===== src/plcdt_pkg.sv =====
// constants, types and register layout for the passive panel timing block
// assumes a 100 MHz system clock and a 32-bit Avalon-MM register slave
// Operation
// - enabling the display starts all panel signals within one frame period
// - panel power enable rises together with the panel signals at power-on
// - override set: save stops signals within a frame, release restarts them
// - override clear: save makes signals inactive within one frame
// - software power-down drops power, runs signals 127 more frames, then stops
// - override clear: save release restarts signals and power together
// - override set drops power enable, override clear raises it again
// - displayed lines per frame are the 10-bit line field plus one
// - vertical blank lines per frame equal the 6-bit blank field; the code still shifts data and raises display_ready_signal on them
// - horizontal display lasts eight pixels times the 7-bit field plus one
// - horizontal blank lasts at least eight pixels times the field plus four
// - line period is at least display count plus blank count times eight
// - frame pulse held 9 pixels after line fall, set up a line earlier
// - line pulse stays high at least 9 pixel periods
// - modulation output changes one pixel after the line pulse rises
// - mono 4-bit: upper nibble, shift period 4, 2 low 2 high
// - mono 8-bit: all eight lines, shift period 8, 4 low 4 high
// - colour 4-bit: upper nibble, shift period one pixel, half each
// - first shift rise at least 23 (mono) or 24 (colour) after line fall
// - first shift fall after line fall delayed by rise margin plus half period
// - last shift fall to line rise at least eight times blank plus 2 or 4
// - last shift fall to line fall is eight times blank plus 13
package plcdt_pkg;

  // register indices, byte address is four times the index
  localparam logic [3:0] IDX_CTRL = 4'h3;
  localparam logic [3:0] IDX_HDISP = 4'h4;
  localparam logic [3:0] IDX_VDISP_LO = 4'h5;
  localparam logic [3:0] IDX_VDISP_HI = 4'h6;
  localparam logic [3:0] IDX_HBLANK = 4'h8;
  localparam logic [3:0] IDX_VBLANK = 4'hA;
  localparam logic [3:0] IDX_STATUS = 4'hB;

  // control register fields
  localparam int CTRL_ENABLE_BIT = 0;
  localparam int CTRL_OVERRIDE_BIT = 1;
  localparam int CTRL_MODE_LSB = 2;

  // reset values
  localparam logic [3:0] CTRL_RST = 4'h0;
  localparam logic [6:0] HDISP_RST = 7'h27;
  localparam logic [7:0] VDISP_LO_RST = 8'hEF;
  localparam logic [1:0] VDISP_HI_RST = 2'h0;
  localparam logic [4:0] HBLANK_RST = 5'h00;
  localparam logic [5:0] VBLANK_RST = 6'h00;

  // horizontal timing, in pixel periods
  localparam logic [10:0] H_ONE = 11'h001;
  localparam logic [10:0] HBLANK_BASE = 11'h020;
  localparam logic [10:0] H_PAD = 11'h008;
  localparam logic [10:0] LP_LEAD = 11'h004;
  localparam logic [10:0] LP_WIDTH = 11'h009;
  localparam logic [10:0] FP_HOLD = 11'h009;

  // power-down drain length in frames
  localparam int DRAIN_FRAMES_DEF = 127;

  typedef enum logic [1:0] {MODE_MONO4, MODE_MONO8, MODE_COLOR4} plcdt_mode_e;

  typedef enum logic [1:0] {ST_OFF, ST_RUN, ST_DRAIN, ST_SAVE} plcdt_pwr_e;

  typedef struct packed {
    logic line_pulse;
    logic frame_pulse;
    logic shift_clock;
    logic [7:0] panel_data;
    logic display_ready_signal;
    logic ac_modulation;
  } plcdt_panel_s;

endpackage : plcdt_pkg


===== src/plcdt_timing.sv =====
// panel timing generator with power sequencing and Avalon-MM registers
// assumes pixel data arrives from same-clock logic on pixel_req,
// and hardware_power_save comes from a pin in another domain
`timescale 1ns/1ps

module plcdt_timing #(
  parameter int PIX_DIV = 2,
  parameter int DRAIN_FRAMES = plcdt_pkg::DRAIN_FRAMES_DEF
) (
  input wire logic clk,
  input wire logic resetn,
  input wire logic [3:0] avs_address,
  input wire logic avs_read,
  input wire logic avs_write,
  input wire logic [31:0] avs_writedata,
  input wire logic [3:0] avs_byteenable,
  output logic [31:0] avs_readdata,
  output logic avs_waitrequest,
  input wire logic hardware_power_save,
  input wire logic [7:0] pixel_in,
  output logic pixel_req,
  output plcdt_pkg::plcdt_panel_s panel,
  output logic panel_power_enable
);

  localparam int HALF = PIX_DIV / 2;

  // register file
  logic [3:0] ctrl_q;
  logic [6:0] hdisp_q;
  logic [7:0] vdisp_lo_q;
  logic [1:0] vdisp_hi_q;
  logic [4:0] hblank_q;
  logic [5:0] vblank_q;
  logic ack_q;
  logic [31:0] rdata_q;
  logic [31:0] rd_mux;
  logic wr_ok;

  // synchroniser and power state
  logic hps_meta_q;
  logic hps_q;
  plcdt_pkg::plcdt_pwr_e state_q;
  logic [7:0] drain_q;
  logic run_active;
  logic enable;
  logic override;
  plcdt_pkg::plcdt_mode_e mode;

  // pixel enable and counters
  logic [7:0] half_cnt_q;
  logic half_ph_q;
  logic half_en;
  logic pix_en;
  logic [10:0] h_q;
  logic [10:0] v_q;
  logic [10:0] h_next;
  logic [10:0] hd_w;
  logic [10:0] hn_w;
  logic [10:0] line_total;
  logic [10:0] lp_rise;
  logic [10:0] lp_fall;
  logic [10:0] v_last;
  logic line_end;
  logic frame_end;

  // panel signal generation
  logic load;
  logic [7:0] data_q;
  logic mod_q;
  logic win;
  logic sc;
  logic fp;
  logic pwr_q;
  plcdt_pkg::plcdt_panel_s panel_q;

  assign enable = ctrl_q[plcdt_pkg::CTRL_ENABLE_BIT];
  assign override = ctrl_q[plcdt_pkg::CTRL_OVERRIDE_BIT];

  // mode code 3 is unused and falls back to mono 4-bit
  always_comb begin
    case (ctrl_q[plcdt_pkg::CTRL_MODE_LSB +: 2])
      2'h1: mode = plcdt_pkg::MODE_MONO8;
      2'h2: mode = plcdt_pkg::MODE_COLOR4;
      default: mode = plcdt_pkg::MODE_MONO4;
    endcase
  end

  // bus handshake: one wait cycle, then the request is taken
  assign avs_waitrequest = (avs_read | avs_write) & ~ack_q;
  assign wr_ok = avs_write & ack_q & avs_byteenable[0];

  always_ff @(posedge clk or negedge resetn) begin
    if (!resetn) begin
      ack_q <= 1'b0;
    end else begin
      ack_q <= (avs_read | avs_write) & ~ack_q;
    end
  end

  // register writes; only byte lane 0 carries fields
  always_ff @(posedge clk or negedge resetn) begin
    if (!resetn) begin
      ctrl_q <= plcdt_pkg::CTRL_RST;
      hdisp_q <= plcdt_pkg::HDISP_RST;
      vdisp_lo_q <= plcdt_pkg::VDISP_LO_RST;
      vdisp_hi_q <= plcdt_pkg::VDISP_HI_RST;
      hblank_q <= plcdt_pkg::HBLANK_RST;
      vblank_q <= plcdt_pkg::VBLANK_RST;
    end else if (wr_ok) begin
      case (avs_address)
        plcdt_pkg::IDX_CTRL: ctrl_q <= avs_writedata[3:0];
        plcdt_pkg::IDX_HDISP: hdisp_q <= avs_writedata[6:0];
        plcdt_pkg::IDX_VDISP_LO: vdisp_lo_q <= avs_writedata[7:0];
        plcdt_pkg::IDX_VDISP_HI: vdisp_hi_q <= avs_writedata[1:0];
        plcdt_pkg::IDX_HBLANK: hblank_q <= avs_writedata[4:0];
        plcdt_pkg::IDX_VBLANK: vblank_q <= avs_writedata[5:0];
        default: ; // unmapped writes are dropped
      endcase
    end
  end

  // read mux, unmapped and reserved bits read as zero
  always_comb begin
    rd_mux = 32'h0000_0000;
    case (avs_address)
      plcdt_pkg::IDX_CTRL: rd_mux[3:0] = ctrl_q;
      plcdt_pkg::IDX_HDISP: rd_mux[6:0] = hdisp_q;
      plcdt_pkg::IDX_VDISP_LO: rd_mux[7:0] = vdisp_lo_q;
      plcdt_pkg::IDX_VDISP_HI: rd_mux[1:0] = vdisp_hi_q;
      plcdt_pkg::IDX_HBLANK: rd_mux[4:0] = hblank_q;
      plcdt_pkg::IDX_VBLANK: rd_mux[5:0] = vblank_q;
      plcdt_pkg::IDX_STATUS: begin
        rd_mux[0] = run_active;
        rd_mux[1] = pwr_q;
        rd_mux[2] = hps_q;
        rd_mux[3] = (state_q == plcdt_pkg::ST_DRAIN);
        rd_mux[4] = (state_q == plcdt_pkg::ST_SAVE);
        rd_mux[15:8] = drain_q;
      end
      default: rd_mux = 32'h0000_0000;
    endcase
  end

  // read data captured in the wait cycle, valid at the taking edge
  always_ff @(posedge clk or negedge resetn) begin
    if (!resetn) begin
      rdata_q <= 32'h0000_0000;
    end else if (avs_read && !ack_q) begin
      rdata_q <= rd_mux;
    end
  end

  assign avs_readdata = rdata_q;

  // two-flop synchroniser for the power-save pin
  always_ff @(posedge clk or negedge resetn) begin
    if (!resetn) begin
      hps_meta_q <= 1'b0;
      hps_q <= 1'b0;
    end else begin
      hps_meta_q <= hardware_power_save;
      hps_q <= hps_meta_q;
    end
  end

  // pixel enable from a half-pixel divider; colour shift needs half phases
  assign half_en = (half_cnt_q == 8'(HALF - 1));
  assign pix_en = half_en & half_ph_q;

  always_ff @(posedge clk or negedge resetn) begin
    if (!resetn) begin
      half_cnt_q <= 8'h00;
      half_ph_q <= 1'b0;
    end else if (!run_active) begin
      half_cnt_q <= 8'h00;
      half_ph_q <= 1'b0;
    end else if (half_en) begin
      half_cnt_q <= 8'h00;
      half_ph_q <= ~half_ph_q;
    end else begin
      half_cnt_q <= half_cnt_q + 8'h01;
    end
  end

  // line geometry in pixel periods
  assign hd_w = 11'(({4'h0, hdisp_q} + plcdt_pkg::H_ONE) << 3);
  // extra pad keeps the line-start margin for every format
  assign hn_w = {3'h0, hblank_q, 3'h0} + plcdt_pkg::HBLANK_BASE
              + plcdt_pkg::H_PAD;
  assign line_total = hd_w + hn_w;
  assign lp_rise = hd_w + {3'h0, hblank_q, 3'h0} + plcdt_pkg::LP_LEAD;
  assign lp_fall = lp_rise + plcdt_pkg::LP_WIDTH;
  assign v_last = {1'b0, vdisp_hi_q, vdisp_lo_q} + {5'h00, vblank_q};

  // wrap on >= so a shrinking register mid-line cannot run away
  assign line_end = (h_q >= line_total - plcdt_pkg::H_ONE);
  assign frame_end = pix_en & line_end & (v_q >= v_last);
  assign h_next = line_end ? 11'h000 : h_q + plcdt_pkg::H_ONE;

  // horizontal and vertical counters run only while signals are active
  always_ff @(posedge clk or negedge resetn) begin
    if (!resetn) begin
      h_q <= 11'h000;
      v_q <= 11'h000;
    end else if (!run_active) begin
      h_q <= 11'h000;
      v_q <= 11'h000;
    end else if (pix_en) begin
      h_q <= h_next;
      if (line_end) begin
        v_q <= (v_q >= v_last) ? 11'h000 : v_q + plcdt_pkg::H_ONE;
      end
    end
  end

  // power sequencing; stops wait for the frame end, so they land in a frame
  always_ff @(posedge clk or negedge resetn) begin
    if (!resetn) begin
      state_q <= plcdt_pkg::ST_OFF;
      drain_q <= 8'h00;
    end else begin
      case (state_q)
        plcdt_pkg::ST_OFF: begin
          drain_q <= 8'h00;
          if (enable && !hps_q) begin
            state_q <= plcdt_pkg::ST_RUN;
          end
        end
        plcdt_pkg::ST_RUN: begin
          drain_q <= 8'h00;
          if (hps_q && frame_end) begin
            state_q <= plcdt_pkg::ST_SAVE;
          end else if (!enable && !hps_q) begin
            state_q <= plcdt_pkg::ST_DRAIN;
          end
        end
        plcdt_pkg::ST_DRAIN: begin
          if (enable && !hps_q) begin
            state_q <= plcdt_pkg::ST_RUN;
          end else if (frame_end && hps_q) begin
            state_q <= plcdt_pkg::ST_SAVE;
          end else if (frame_end) begin
            if (drain_q == 8'(DRAIN_FRAMES - 1)) begin
              state_q <= plcdt_pkg::ST_OFF;
            end
            drain_q <= drain_q + 8'h01;
          end
        end
        plcdt_pkg::ST_SAVE: begin
          if (!hps_q) begin
            // signals come back if enable is set, and power with them unless override is set, on the same edge
            state_q <= enable ? plcdt_pkg::ST_RUN
                              : plcdt_pkg::ST_OFF;
          end
        end
        default: state_q <= plcdt_pkg::ST_OFF;
      endcase
    end
  end

  assign run_active = (state_q == plcdt_pkg::ST_RUN)
                    | (state_q == plcdt_pkg::ST_DRAIN);

  // power drops at once on save or override, no frame wait needed
  always_ff @(posedge clk or negedge resetn) begin
    if (!resetn) begin
      pwr_q <= 1'b0;
    end else begin
      pwr_q <= (state_q == plcdt_pkg::ST_RUN) & ~override & ~hps_q;
    end
  end

  assign panel_power_enable = pwr_q;

  // fetch a new word at each shift rising edge inside the display window, except the first colour shift after start
  always_comb begin
    load = 1'b0;
    if (run_active && pix_en && h_next < hd_w) begin
      case (mode)
        plcdt_pkg::MODE_MONO8: load = (h_next[2:0] == 3'h4);
        plcdt_pkg::MODE_COLOR4: load = 1'b1;
        default: load = (h_next[1:0] == 2'h2);
      endcase
    end
  end

  assign pixel_req = load;

  // data changes mid-period, giving equal setup and hold at the fall
  always_ff @(posedge clk or negedge resetn) begin
    if (!resetn) begin
      data_q <= 8'h00;
    end else if (!run_active) begin
      data_q <= 8'h00;
    end else if (load) begin
      if (mode == plcdt_pkg::MODE_MONO8) begin
        data_q <= pixel_in;
      end else begin
        data_q <= {pixel_in[3:0], 4'h0};
      end
    end
  end

  // modulation toggles one pixel after the line pulse rises
  always_ff @(posedge clk or negedge resetn) begin
    if (!resetn) begin
      mod_q <= 1'b0;
    end else if (!run_active) begin
      mod_q <= 1'b0;
    end else if (pix_en && h_q == lp_rise) begin
      mod_q <= ~mod_q;
    end
  end

  // shift clock shape per format; window starts at h zero
  assign win = (h_q < hd_w);
  always_comb begin
    case (mode)
      plcdt_pkg::MODE_MONO8: sc = win & h_q[2];
      plcdt_pkg::MODE_COLOR4: sc = win & ~half_ph_q;
      default: sc = win & h_q[1];
    endcase
  end

  // frame pulse spans last line's line fall to line 0's fall plus hold
  assign fp = ((v_q == v_last) && (h_q >= lp_fall))
            | ((v_q == 11'h000) && (h_q < lp_fall + plcdt_pkg::FP_HOLD));

  // all panel outputs share one register stage so edges stay aligned
  always_ff @(posedge clk or negedge resetn) begin
    if (!resetn) begin
      panel_q <= '0;
    end else if (!run_active) begin
      panel_q <= '0;
    end else begin
      panel_q.line_pulse <= (h_q >= lp_rise) && (h_q < lp_fall);
      panel_q.frame_pulse <= fp;
      panel_q.shift_clock <= sc;
      panel_q.panel_data <= data_q;
      panel_q.display_ready_signal <= win;
      panel_q.ac_modulation <= mod_q;
    end
  end

  assign panel = panel_q;

endmodule : plcdt_timing


===== config.mk =====
export PLATFORM = sky130hd
export DESIGN_NAME = plcdt_timing
export DESIGN_NICKNAME = d
export VERILOG_FILES = /design/src/plcdt_pkg.sv /design/src/plcdt_timing.sv
export SDC_FILE = /design/constraint.sdc
export NUM_CORES = 1
export LEC_CHECK = 0
export ABC_AREA = 0
export BUFFER_PORTS_ARGS = -buffer_cell sky130_fd_sc_hd__buf_2
export CAP_MARGIN = 20
export CORE_AREA = 3 3 158 160
export CTS_BUF_LIST = sky130_fd_sc_hd__clkbuf_8
export DETAILED_ROUTE_END_ITERATION = 10
export DIE_AREA = 0 0 161 163
export GPL_TIMING_DRIVEN = 0
export SETUP_SLACK_MARGIN = 0.2
export SYNTH_ARGS = -nofsm -noshare
export SYNTH_HDL_FRONTEND = slang
export SYNTH_SLANG_ARGS = --single-unit

===== constraint.sdc =====
create_clock -name clk -period 7.5 [get_ports clk]
set_input_delay 1.125 -clock clk [delete_from_list [all_inputs] [get_ports clk]]
set_output_delay 1.125 -clock clk [all_outputs]
set_load 0.01 [all_outputs]

# --- Word-level counts from Yosys, hierarchy flattened ---
# Cells that the tools add are included.
op_classes:
  addsub: 14
  n_mul: 0
  div: 0
  magnitude_cmp: 8
  n_eq_ne: 32
  n_shift: 0
  n_mux: 42
  n_bitwise: 19
  reduce_logical: 27
op_table:
  columns: ["operator", "count"]
  rows:
  - ["$mux W11", 7]
  - ["$mux W8", 9]
  - ["$ge A11 B11 Y1", 4]
  - ["$lt A11 B11 Y1", 4]
  - ["$add A11 B1 Y11 const B", 2]
  - ["$add A11 B4 Y11 const B", 2]
  - ["$eq A11 B11 Y1", 2]
  - ["$add A8 B1 Y8 const B", 2]
  - ["$mux W2", 8]
  - ["$pmux W8 S2", 1]
  - ["$pmux W2 S7", 1]
  - ["$reduce_and A2 Y1", 7]
  - ["$mux W13", 1]
  - ["$eq A4 B3 Y1 const B", 3]
  - ["$eq A4 B4 Y1 const B", 3]
  - ["$ne A2 B2 Y1 const B", 6]
  - ["$pmux W2 S6", 1]
  - ["$add A10 B6 Y11", 1]
  - ["$add A11 B10 Y11", 1]
  - ["$add A11 B3 Y11 const B", 1]
  - ["$add A11 B8 Y11", 1]
  - ["$and A1 B1 Y1", 11]
  - ["$logic_not A11 Y1", 1]
  - ["$sub A11 B1 Y11 const B", 1]
  - ["other kinds (27)", 62]
word_totals:
  ff_bits: 115
  latch_bits: 0
  ramBits: 0
  rom_bits: 0
  out_inout_bits: 48
  n_memories: 0

# --- Longest topological paths before layout ---
# Gate-level depths: netlist of the first run.
depth:
  ltp_word: 11
  mapped_depth: 26
  depth_no_buf: 24

# --- Worst setup path after synthesis of the first run ---
# Ideal clock, no wire load.
synth_timing:
  path_kind: "register -> output"
  from: "reg hdisp_q[0]"
  to: "out pixel_req"
  arrival_ns: 5.032
  required_time_ns: 6.375
  path_slack_ns: 1.343
  stages_incl_launch_ff: 24
  path_buffers: 2
  path_cell_list: "dfstp_2 ha_1 ha_1 ha_1 fa_1 a31o_2 a21oi_1 o21ai_0 nand2b_1 xnor2_1 ha_1 a21oi_2 nor4bb_2 nor2_2 clkbuf_1 nor2_1 ha_1 a21o_1 a21o_1 a21oi_1 o2111a_1 o221ai_2 buf_4 inv_2"
synth_via:
  elab_chain_cells: 8
synth_rtl:
  columns: ["element", "line", "source"]
  rows:
  - ["start, declared", "plcdt_timing.sv:30", "logic [6:0] hdisp_q;"]
  - ["start signal, assigned", "plcdt_timing.sv:105", "hdisp_q <= plcdt_pkg::HDISP_RST;"]
  - ["start signal, assigned", "plcdt_timing.sv:113", "plcdt_pkg::IDX_HDISP: hdisp_q <= avs_writedata[6:0];"]
  - ["$add A7 B1 Y8 *", "plcdt_timing.sv:187", "assign hd_w = 11'(({4'h0, hdisp_q} + plcdt_pkg::H_ONE) << 3);"]
  - ["$add A11 B10 Y11", "plcdt_timing.sv:191", "assign line_total = hd_w + hn_w;"]
  - ["$sub A11 B1 Y11", "plcdt_timing.sv:197", "assign line_end = (h_q >= line_total - plcdt_pkg::H_ONE);"]
  - ["$ge A11 B11 Y1", "plcdt_timing.sv:197", null]
  - ["$mux W11", "plcdt_timing.sv:199", "assign h_next = line_end ? 11'h000 : h_q + plcdt_pkg::H_ONE;"]
  - ["$lt A11 B11 Y1, or another cell as far along", "plcdt_timing.sv:279", "if (run_active && pix_en && h_next < hd_w) begin"]
  - ["$logic_and A1 B1 Y1 / $pmux W1 S2 (equally long branches)", "plcdt_timing.sv:279, plcdt_timing.sv:280", null]
  - ["$mux W1 *", "plcdt_timing.sv:279", null]
  - ["end, declared", "plcdt_timing.sv:21", "output logic pixel_req,"]
# Mark *: on every way between the ends. The rest lies on a longest branch, timed or not.

# --- Worst setup path in the final report of the first run ---
layout_timing:
  from: "reg hdisp_q[2]"
  to: "out pixel_req"
# Same word-level chain as after synthesis.

==> results.md, run 1 <==
* Status: finished, final reports clean
* Die area at 26,200 um2
* Cells after DPL at 1,240
* Die width at 161 um
* Hold path depth at 0
* First-pass DRT Iterations at 5
* Most common cell in the netlist: dfrtp_1
* First-pass GRT wire length at 33,500 um
* # setup viols final at 0
* Final RePlAce weighted congestion at 0.870
* Grt ovf at 0
* Initial antenna violation count at 0
* Pleak at 4.47 nW
* Drt drc at 0
* Tightest Pin Transition at 0.943 ns
* Worst Min Path Start: hps_meta_q
* Synth area leaders: dfrtp_1, ha_1, mux2_2
* Max-Cap Viols at 0
* Largest fanout on the critical path at 10
* Maximum operating frequency at 143 MHz
* Final Critical Period at 6.97 ns
* VDD IR-drop max at 0.000115 V
* Final HPWL DP at 15,400 um
* CTS tree: built
* Initial Util at 35.0%
* Setup WS pre-CTS at 0.442 ns
* Vias in the first global route at 6,321
* Switching power at 0.000866 W
* Startpoint types: flop
* Logic pwr share at 39.3%
* Die Y-Extent at 163 um
* Max-slew headroom at 36.7%
* Flop pwr share at 33.7%
* Clk Latency, worst-skew pair at 0.45 ns
* Initial DRC count at 411
* WP data arrival at 5.84 ns
* Final Hold Viols at 0
* Reg clk slew, reported paths at 0.07 ns
* Wire per inst at 15.8 um
* Syn Inst Count at 848
* EDFF count, synth at 0
* Filler cell count at 2,378
* Port Buffers at 57
* Sequential area share after synthesis at 35.1%
* Final worst slack at 0.531 ns
* Ant. Diodes at 0
* Post-synth ARST share at 100%
* Via/cell ratio at 5.11
* Yosys reg bits at 115
* Cell Area, Synth at 8230 um2
* Reg2reg start: hdisp_q[2]
* Final std cells w/o fill at 1,279
* Setup Skew at 0.0131 ns
* Core area at 23,500 um2
* Slew Limit Fails at 0
* Worst Path Required at 6.38 ns
* Clock buffer depth at 2
* Synth area leader: dfrtp_1
* I/O pin cnt at 101
* Synth cell types at 81
* CP endpoint kind: output port
* Multi-input gate area at 5080 um2
* TritonCTS buffer count at 17
* Layout cells sized above 1 at 21.9%
* Row count at 56
* Final WL at 20,200 um
* Share of the synthesized area in the top cell type at 31.6%
* Int Power at 0.00133 W
* Dominant synthesized flop cell: dfrtp_1
* Period utilization at 92.9%
* Clock Power Share at 27.0%
* DR vias at 6,530
* Hold Path End: hps_q
* Pin count of the biggest net entering global routing at 63
* Setup TNS at 0 ns
* Post-synth top cells: dfrtp_1, ha_1, nor2_1
* Hold Buf Count CTS at 0
* Pwr Density at 231 nW/um2
* Layout Nets at 1,092
* Setup Crit Path Kind: flop to output port
* FF/Latch Area at 2890 um2
* Sw Ratio at 39.4%
* CTS Sinks at 115
* Syn. warnings at 0
* R2R Path End: data_q[7]
* Depth of the CTS H-tree at 4
* Layout area overhead at 15.8%
* Global Route Usage Sum at 15.8%
* Reg2Reg Depth at 25
* ANT nets after route at 0
* Cell at the root of the clock tree: clkbuf_8
* RSZ-0062 raised after global routing: no
* Hold Path Class: flop to flop
* Flop-to-flop setup slack at 1.94 ns
* Syn avg cell area at 9.71 um2
-- registers in the layout (all words and copies together) (netlist names), 8 cells and up --
name / count
v_q: 11
data_q: 8
half_cnt_q: 8
avs_readdata: 16
vdisp_lo_q: 8
drain_q: 8
h_q: 11
panel: 13
-- area by class of cell --
cell class | instances | share of cell area, %
clock buffer | 22 | 3.18
buffer | 35 | 2.24
sequential | 115 | 30.3
inverter | 45 | 1.77
timing repair buffer | 65 | 3.90
tap | 319 | 4.19
multi-input combinational | 668 | 53.3
clock inverter | 10 | 1.10
-- routing by layer --
metal | up-vias | wire length (um) | GRT usage [%]
met5 | - | 0 | 0
met4 | 0 | 349 | 4.97
met3 | 25 | 926 | 3.10
met2 | 157 | 8760 | 24.0
met1 | 3113 | 10200 | 22.7
li1 | 3235 | - | -
-- through the flow --
stage	hold WS (ns)	total power (W)	util, %	cell area, um2
after global routing	0.365	0.00237	40.5	9530
final	0.349	0.00220	40.5	9530
after floorplan	0.331	0.00134	-	8290
after global placement	0.335	0.00159	38.1	8970
after CTS	0.351	0.00220	40.1	9430
after detailed placement	0.335	0.00160	38.3	9010
-- cell families (layout without fill, tap and decap cells) --
group | count (synthesis) | count (layout) | synth area share [%]
XOR/XNOR | 50 | 50 | 5.91
adder cells (fa/ha/maj) | 92 | 92 | 14.4
buffers and inverters | 80 | 177 | 4.61
AO/OA/AOI/OAI | 185 | 185 | 15.1
AND/OR/NAND/NOR | 278 | 278 | 18.5
flip-flops | 115 | 115 | 35.1
multiplexers | 47 | 47 | 6.29
other | 1 | 16 | 0.0456
-- placed cells by master (no fill, tap or decap), types with 6 or more instances in the layout --
master / n
a211oi_1: 6
nand2b_1: 8
dfstp_2: 11
xnor2_1: 17
xor2_1: 25
clkbuf_8: 22
nor2b_1: 18
nand4_1: 9
and2_1: 15
nand3_1: 42
conb_1: 16
dfrtp_1: 104
a221oi_1: 6
a22o_1: 15
mux2_2: 34
inv_1: 43
o21ai_0: 46
nor3_1: 11
buf_4: 24
and3_1: 17
ha_1: 86
nand2_1: 51
nor2_1: 56
o31ai_1: 6
clkbuf_1: 15
mux2i_1: 12
a21oi_1: 47
a21o_1: 8
buf_2: 56
-- how the worst max path moves through the flow --
stage                    start        end  slack (ns)
CTS                 hdisp_q[0]  pixel_req        0.20
global route        hdisp_q[2]  pixel_req        0.18
global placement    hdisp_q[0]  pixel_req        0.48
detailed placement  hdisp_q[0]  pixel_req        0.44
floorplan           hdisp_q[0]  pixel_req        1.34
finish              hdisp_q[2]  pixel_req        0.53
-- critical path, cell delays in order (launching register included) --
cell      delay [ns]
dfstp_2         0.60
nand3_1         0.15
xnor2_2         0.18
ha_1            0.35
ha_1            0.33
a21o_1          0.16
a31o_2          0.23
nand2_1         0.07
o21ai_0         0.09
xor2_1          0.16
ha_1            0.31
a21o_1          0.21
a21oi_4         0.16
nor4bb_4        0.32
nor2_2          0.12
clkbuf_4        0.20
nor2_1          0.15
ha_1            0.26
a21o_1          0.18
a21o_1          0.17
a21oi_1         0.15
o2111a_1        0.24
o221ai_2        0.13
buf_4           0.19
inv_2           0.10
buf_2           0.15
-- timing repair --
action	4_1_cts	5_1_grt
resized for setup	2	13
buffers inserted	0	7
pin swaps	0	3
endpoints found under the setup margin	1	1
-- power by group through the flow --
stage               Clock [W]  Combinational (W)  Sequential (W)
global route         0.000641           0.000977        0.000749
finish               0.000595           0.000865        0.000741
detailed placement          0           0.000848        0.000752
global placement            0           0.000840        0.000751
CTS                  0.000609           0.000854        0.000741
floorplan                   0           0.000604        0.000736
Note: power is estimated with default switching activity, not from simulation.
==> run 2, diff against run 1 <==
CORE_AREA = 3 3 202 125   (was 3 3 158 160)
DIE_AREA = 0 0 205 128   (was 0 0 161 163)
==> run 2 against run 1 <==
Compared with the run above:
- clock power is 5.2% higher
- non-clock buffer count stayed put
- hold slack better by 0.0019 ns
- via count is 3.1% higher
- sequential power is 1% higher
- setup slack worse by 0.034 ns
- first-iteration DRC count is 31% higher
- flip-flop and latch count stayed put
- final cell count is 0.31% lower
- sequential share of layout area is 0.14 points lower
- die area hardly changed
- clock skew hardly changed
- critical endpoint unchanged
==> results.md, run 2 (same netlist as run 1, synthesis figures left out) <==
* Final Critical Period at 7.00 ns
* Gr busiest metal: met1
* Cell at the root of the clock tree: clkbuf_8
* Final instance area at 9580 um2
* DR vias at 6,734
* Worst path slowest cell: dfstp_2
* Worst Path Buf+Inv at 7
* WP data arrival at 5.88 ns
* Initial DRC count at 540
* Initial Util at 35.4%
* Setup WS pre-CTS at 0.134 ns
* Pleak at 4.46 nW
* Clock buffer depth at 2
* Layout cells sized above 1 at 22.1%
* Initial antenna violation count at 0
* Vias in the first global route at 6,314
* I/O pin cnt at 101
* RSZ-0062 raised after global routing: no
* M3 GR Usage at 4.31%
* Max-Cap Viols at 0
* Final hold slack at 0.351 ns
* Met1 Usage GRT at 29.6%
* Final Hold Viols at 0
* Tightest Pin Transition at 1.03 ns
* Hold Path Class: flop to flop
* Setup Skew at 0.0135 ns
* Port Buffers at 57
* Max reg flops at 16
* Most common cell after layout, fill and taps aside: dfrtp_1
* Core area at 23,200 um2
* Ant. Diodes at 0
* Period utilization at 93.4%
* CP endpoint kind: output port
* ANT nets after route at 0
* Depth of the CTS H-tree at 4
* Wire per inst at 17.7 um
* Reg clk slew, reported paths at 0.07 ns
* CTS tree: built
* Slew Limit Fails at 0
* Met2 GRT Util at 22.0%
* VDD IR-drop max at 0.000116 V
* Final RePlAce weighted congestion at 0.913
* Setup Crit Path Kind: flop to output port
* TritonCTS buffer count at 17
* Final worst slack at 0.497 ns
* Die Y-Extent at 128 um
* Power Total at 0.00227 W
* Die area at 26,200 um2
* Setup TNS at 0 ns
* Crit-path max cell delay at 0.59 ns
* Final WL at 22,500 um
* Top delay family on crit path: compound AO/OA/AOI/OAI gates
* Final HPWL DP at 17,400 um
* Startpoint types: flop
* Pin count of the biggest net entering global routing at 60
* Clk Latency, worst-skew pair at 0.45 ns
* Most frequent cells in the layout: dfrtp_1, ha_1, buf_2
* Largest fanout on the critical path at 10
* # setup viols final at 0
* First-pass GRT wire length at 36,200 um
* Row count at 43
* Max-slew headroom at 30.9%
* Grt ovf at 0
* CTS Sinks at 115
* Status: finished, final reports clean
* Die width at 205 um
* Via/cell ratio at 5.28
* Layout Nets at 1,092
* Maximum operating frequency at 143 MHz
* Global Route Usage Sum at 17.6%
* Worst Path Required at 6.38 ns
* Layout area overhead at 16.3%
* Cell Area, Placed at 9000 um2
* First-pass DRT Iterations at 6
* Pwr Density at 237 nW/um2
* Drt drc at 0
[run 2: changes by cell type in the layout (fill, tap and decap cells not counted), sizes merged]
cell / delta
clkinv: -1
clkbuf: -3
clkinvlp: +2
buf: +1
bufinv: +1
[run 2: worst paths after layout]
kind                                       to  cells past startpoint        from  slack (ns)
worst max-delay path                pixel_req                     26  hdisp_q[0]        0.50
worst min-delay path                    hps_q                      0  hps_meta_q        0.35
worst max register to register      data_q[7]                     26  hdisp_q[0]        1.90
worst min register to register          hps_q                      0  hps_meta_q        0.35
max in group asynchronous       vdisp_lo_q[5]                      2      resetn        6.08
min in group asynchronous            panel[5]                      1      resetn        0.66
[run 2: power breakdown]
| group | total (W) | internal (W) | switching (W) | leakage (nW) |
|---|---|---|---|---|
| clock network | 0.000626 | 0.000355 | 0.000271 | 0.211 |
| registers | 0.000750 | 0.000679 | 0.0000711 | 1.54 |
| logic | 0.000897 | 0.000323 | 0.000574 | 2.72 |
| total | 0.00227 | 0.00136 | 0.000917 | 4.46 |
[run 2: layout make-up]
| cell class | count | area [um2] |
|---|---|---|
| Multi-Input combinational cell | 668 | 5100 |
| Fill cell | 2320 | 13700 |
| Sequential cell | 115 | 2890 |
| Inverter | 45 | 171 |
| Clock buffer | 20 | 275 |
| Timing Repair Buffer | 65 | 372 |
| Buffer | 35 | 218 |
| Tap cell | 315 | 394 |
| Clock inverter | 12 | 154 |
[run 2: routing by layer]
| metal | vias to the layer above | routed length (um) |
|---|---|---|
| li1 | 3245 | - |
| met1 | 3288 | 12100 |
| met2 | 191 | 8620 |
| met3 | 10 | 1670 |
| met4 | 0 | 134 |
| met5 | - | 0 |
[run 2: stage by stage]
step / instances / util, %
2_1_floorplan: 863 / -
4_1_cts: 1271 / 40.7
3_5_place_dp: 1236 / 38.7
6_report: 1275 / 41.2
3_3_place_gp: 1235 / 38.6
5_1_grt: 1275 / 41.2
[run 2: repair_timing]
item / CTS / global route
pin swaps: 0 / 3
setup buffers: 3 / 4
resized for setup: 3 / 17
endpoints found under the setup margin: 1 / 1
hold buffers: 0 / 0
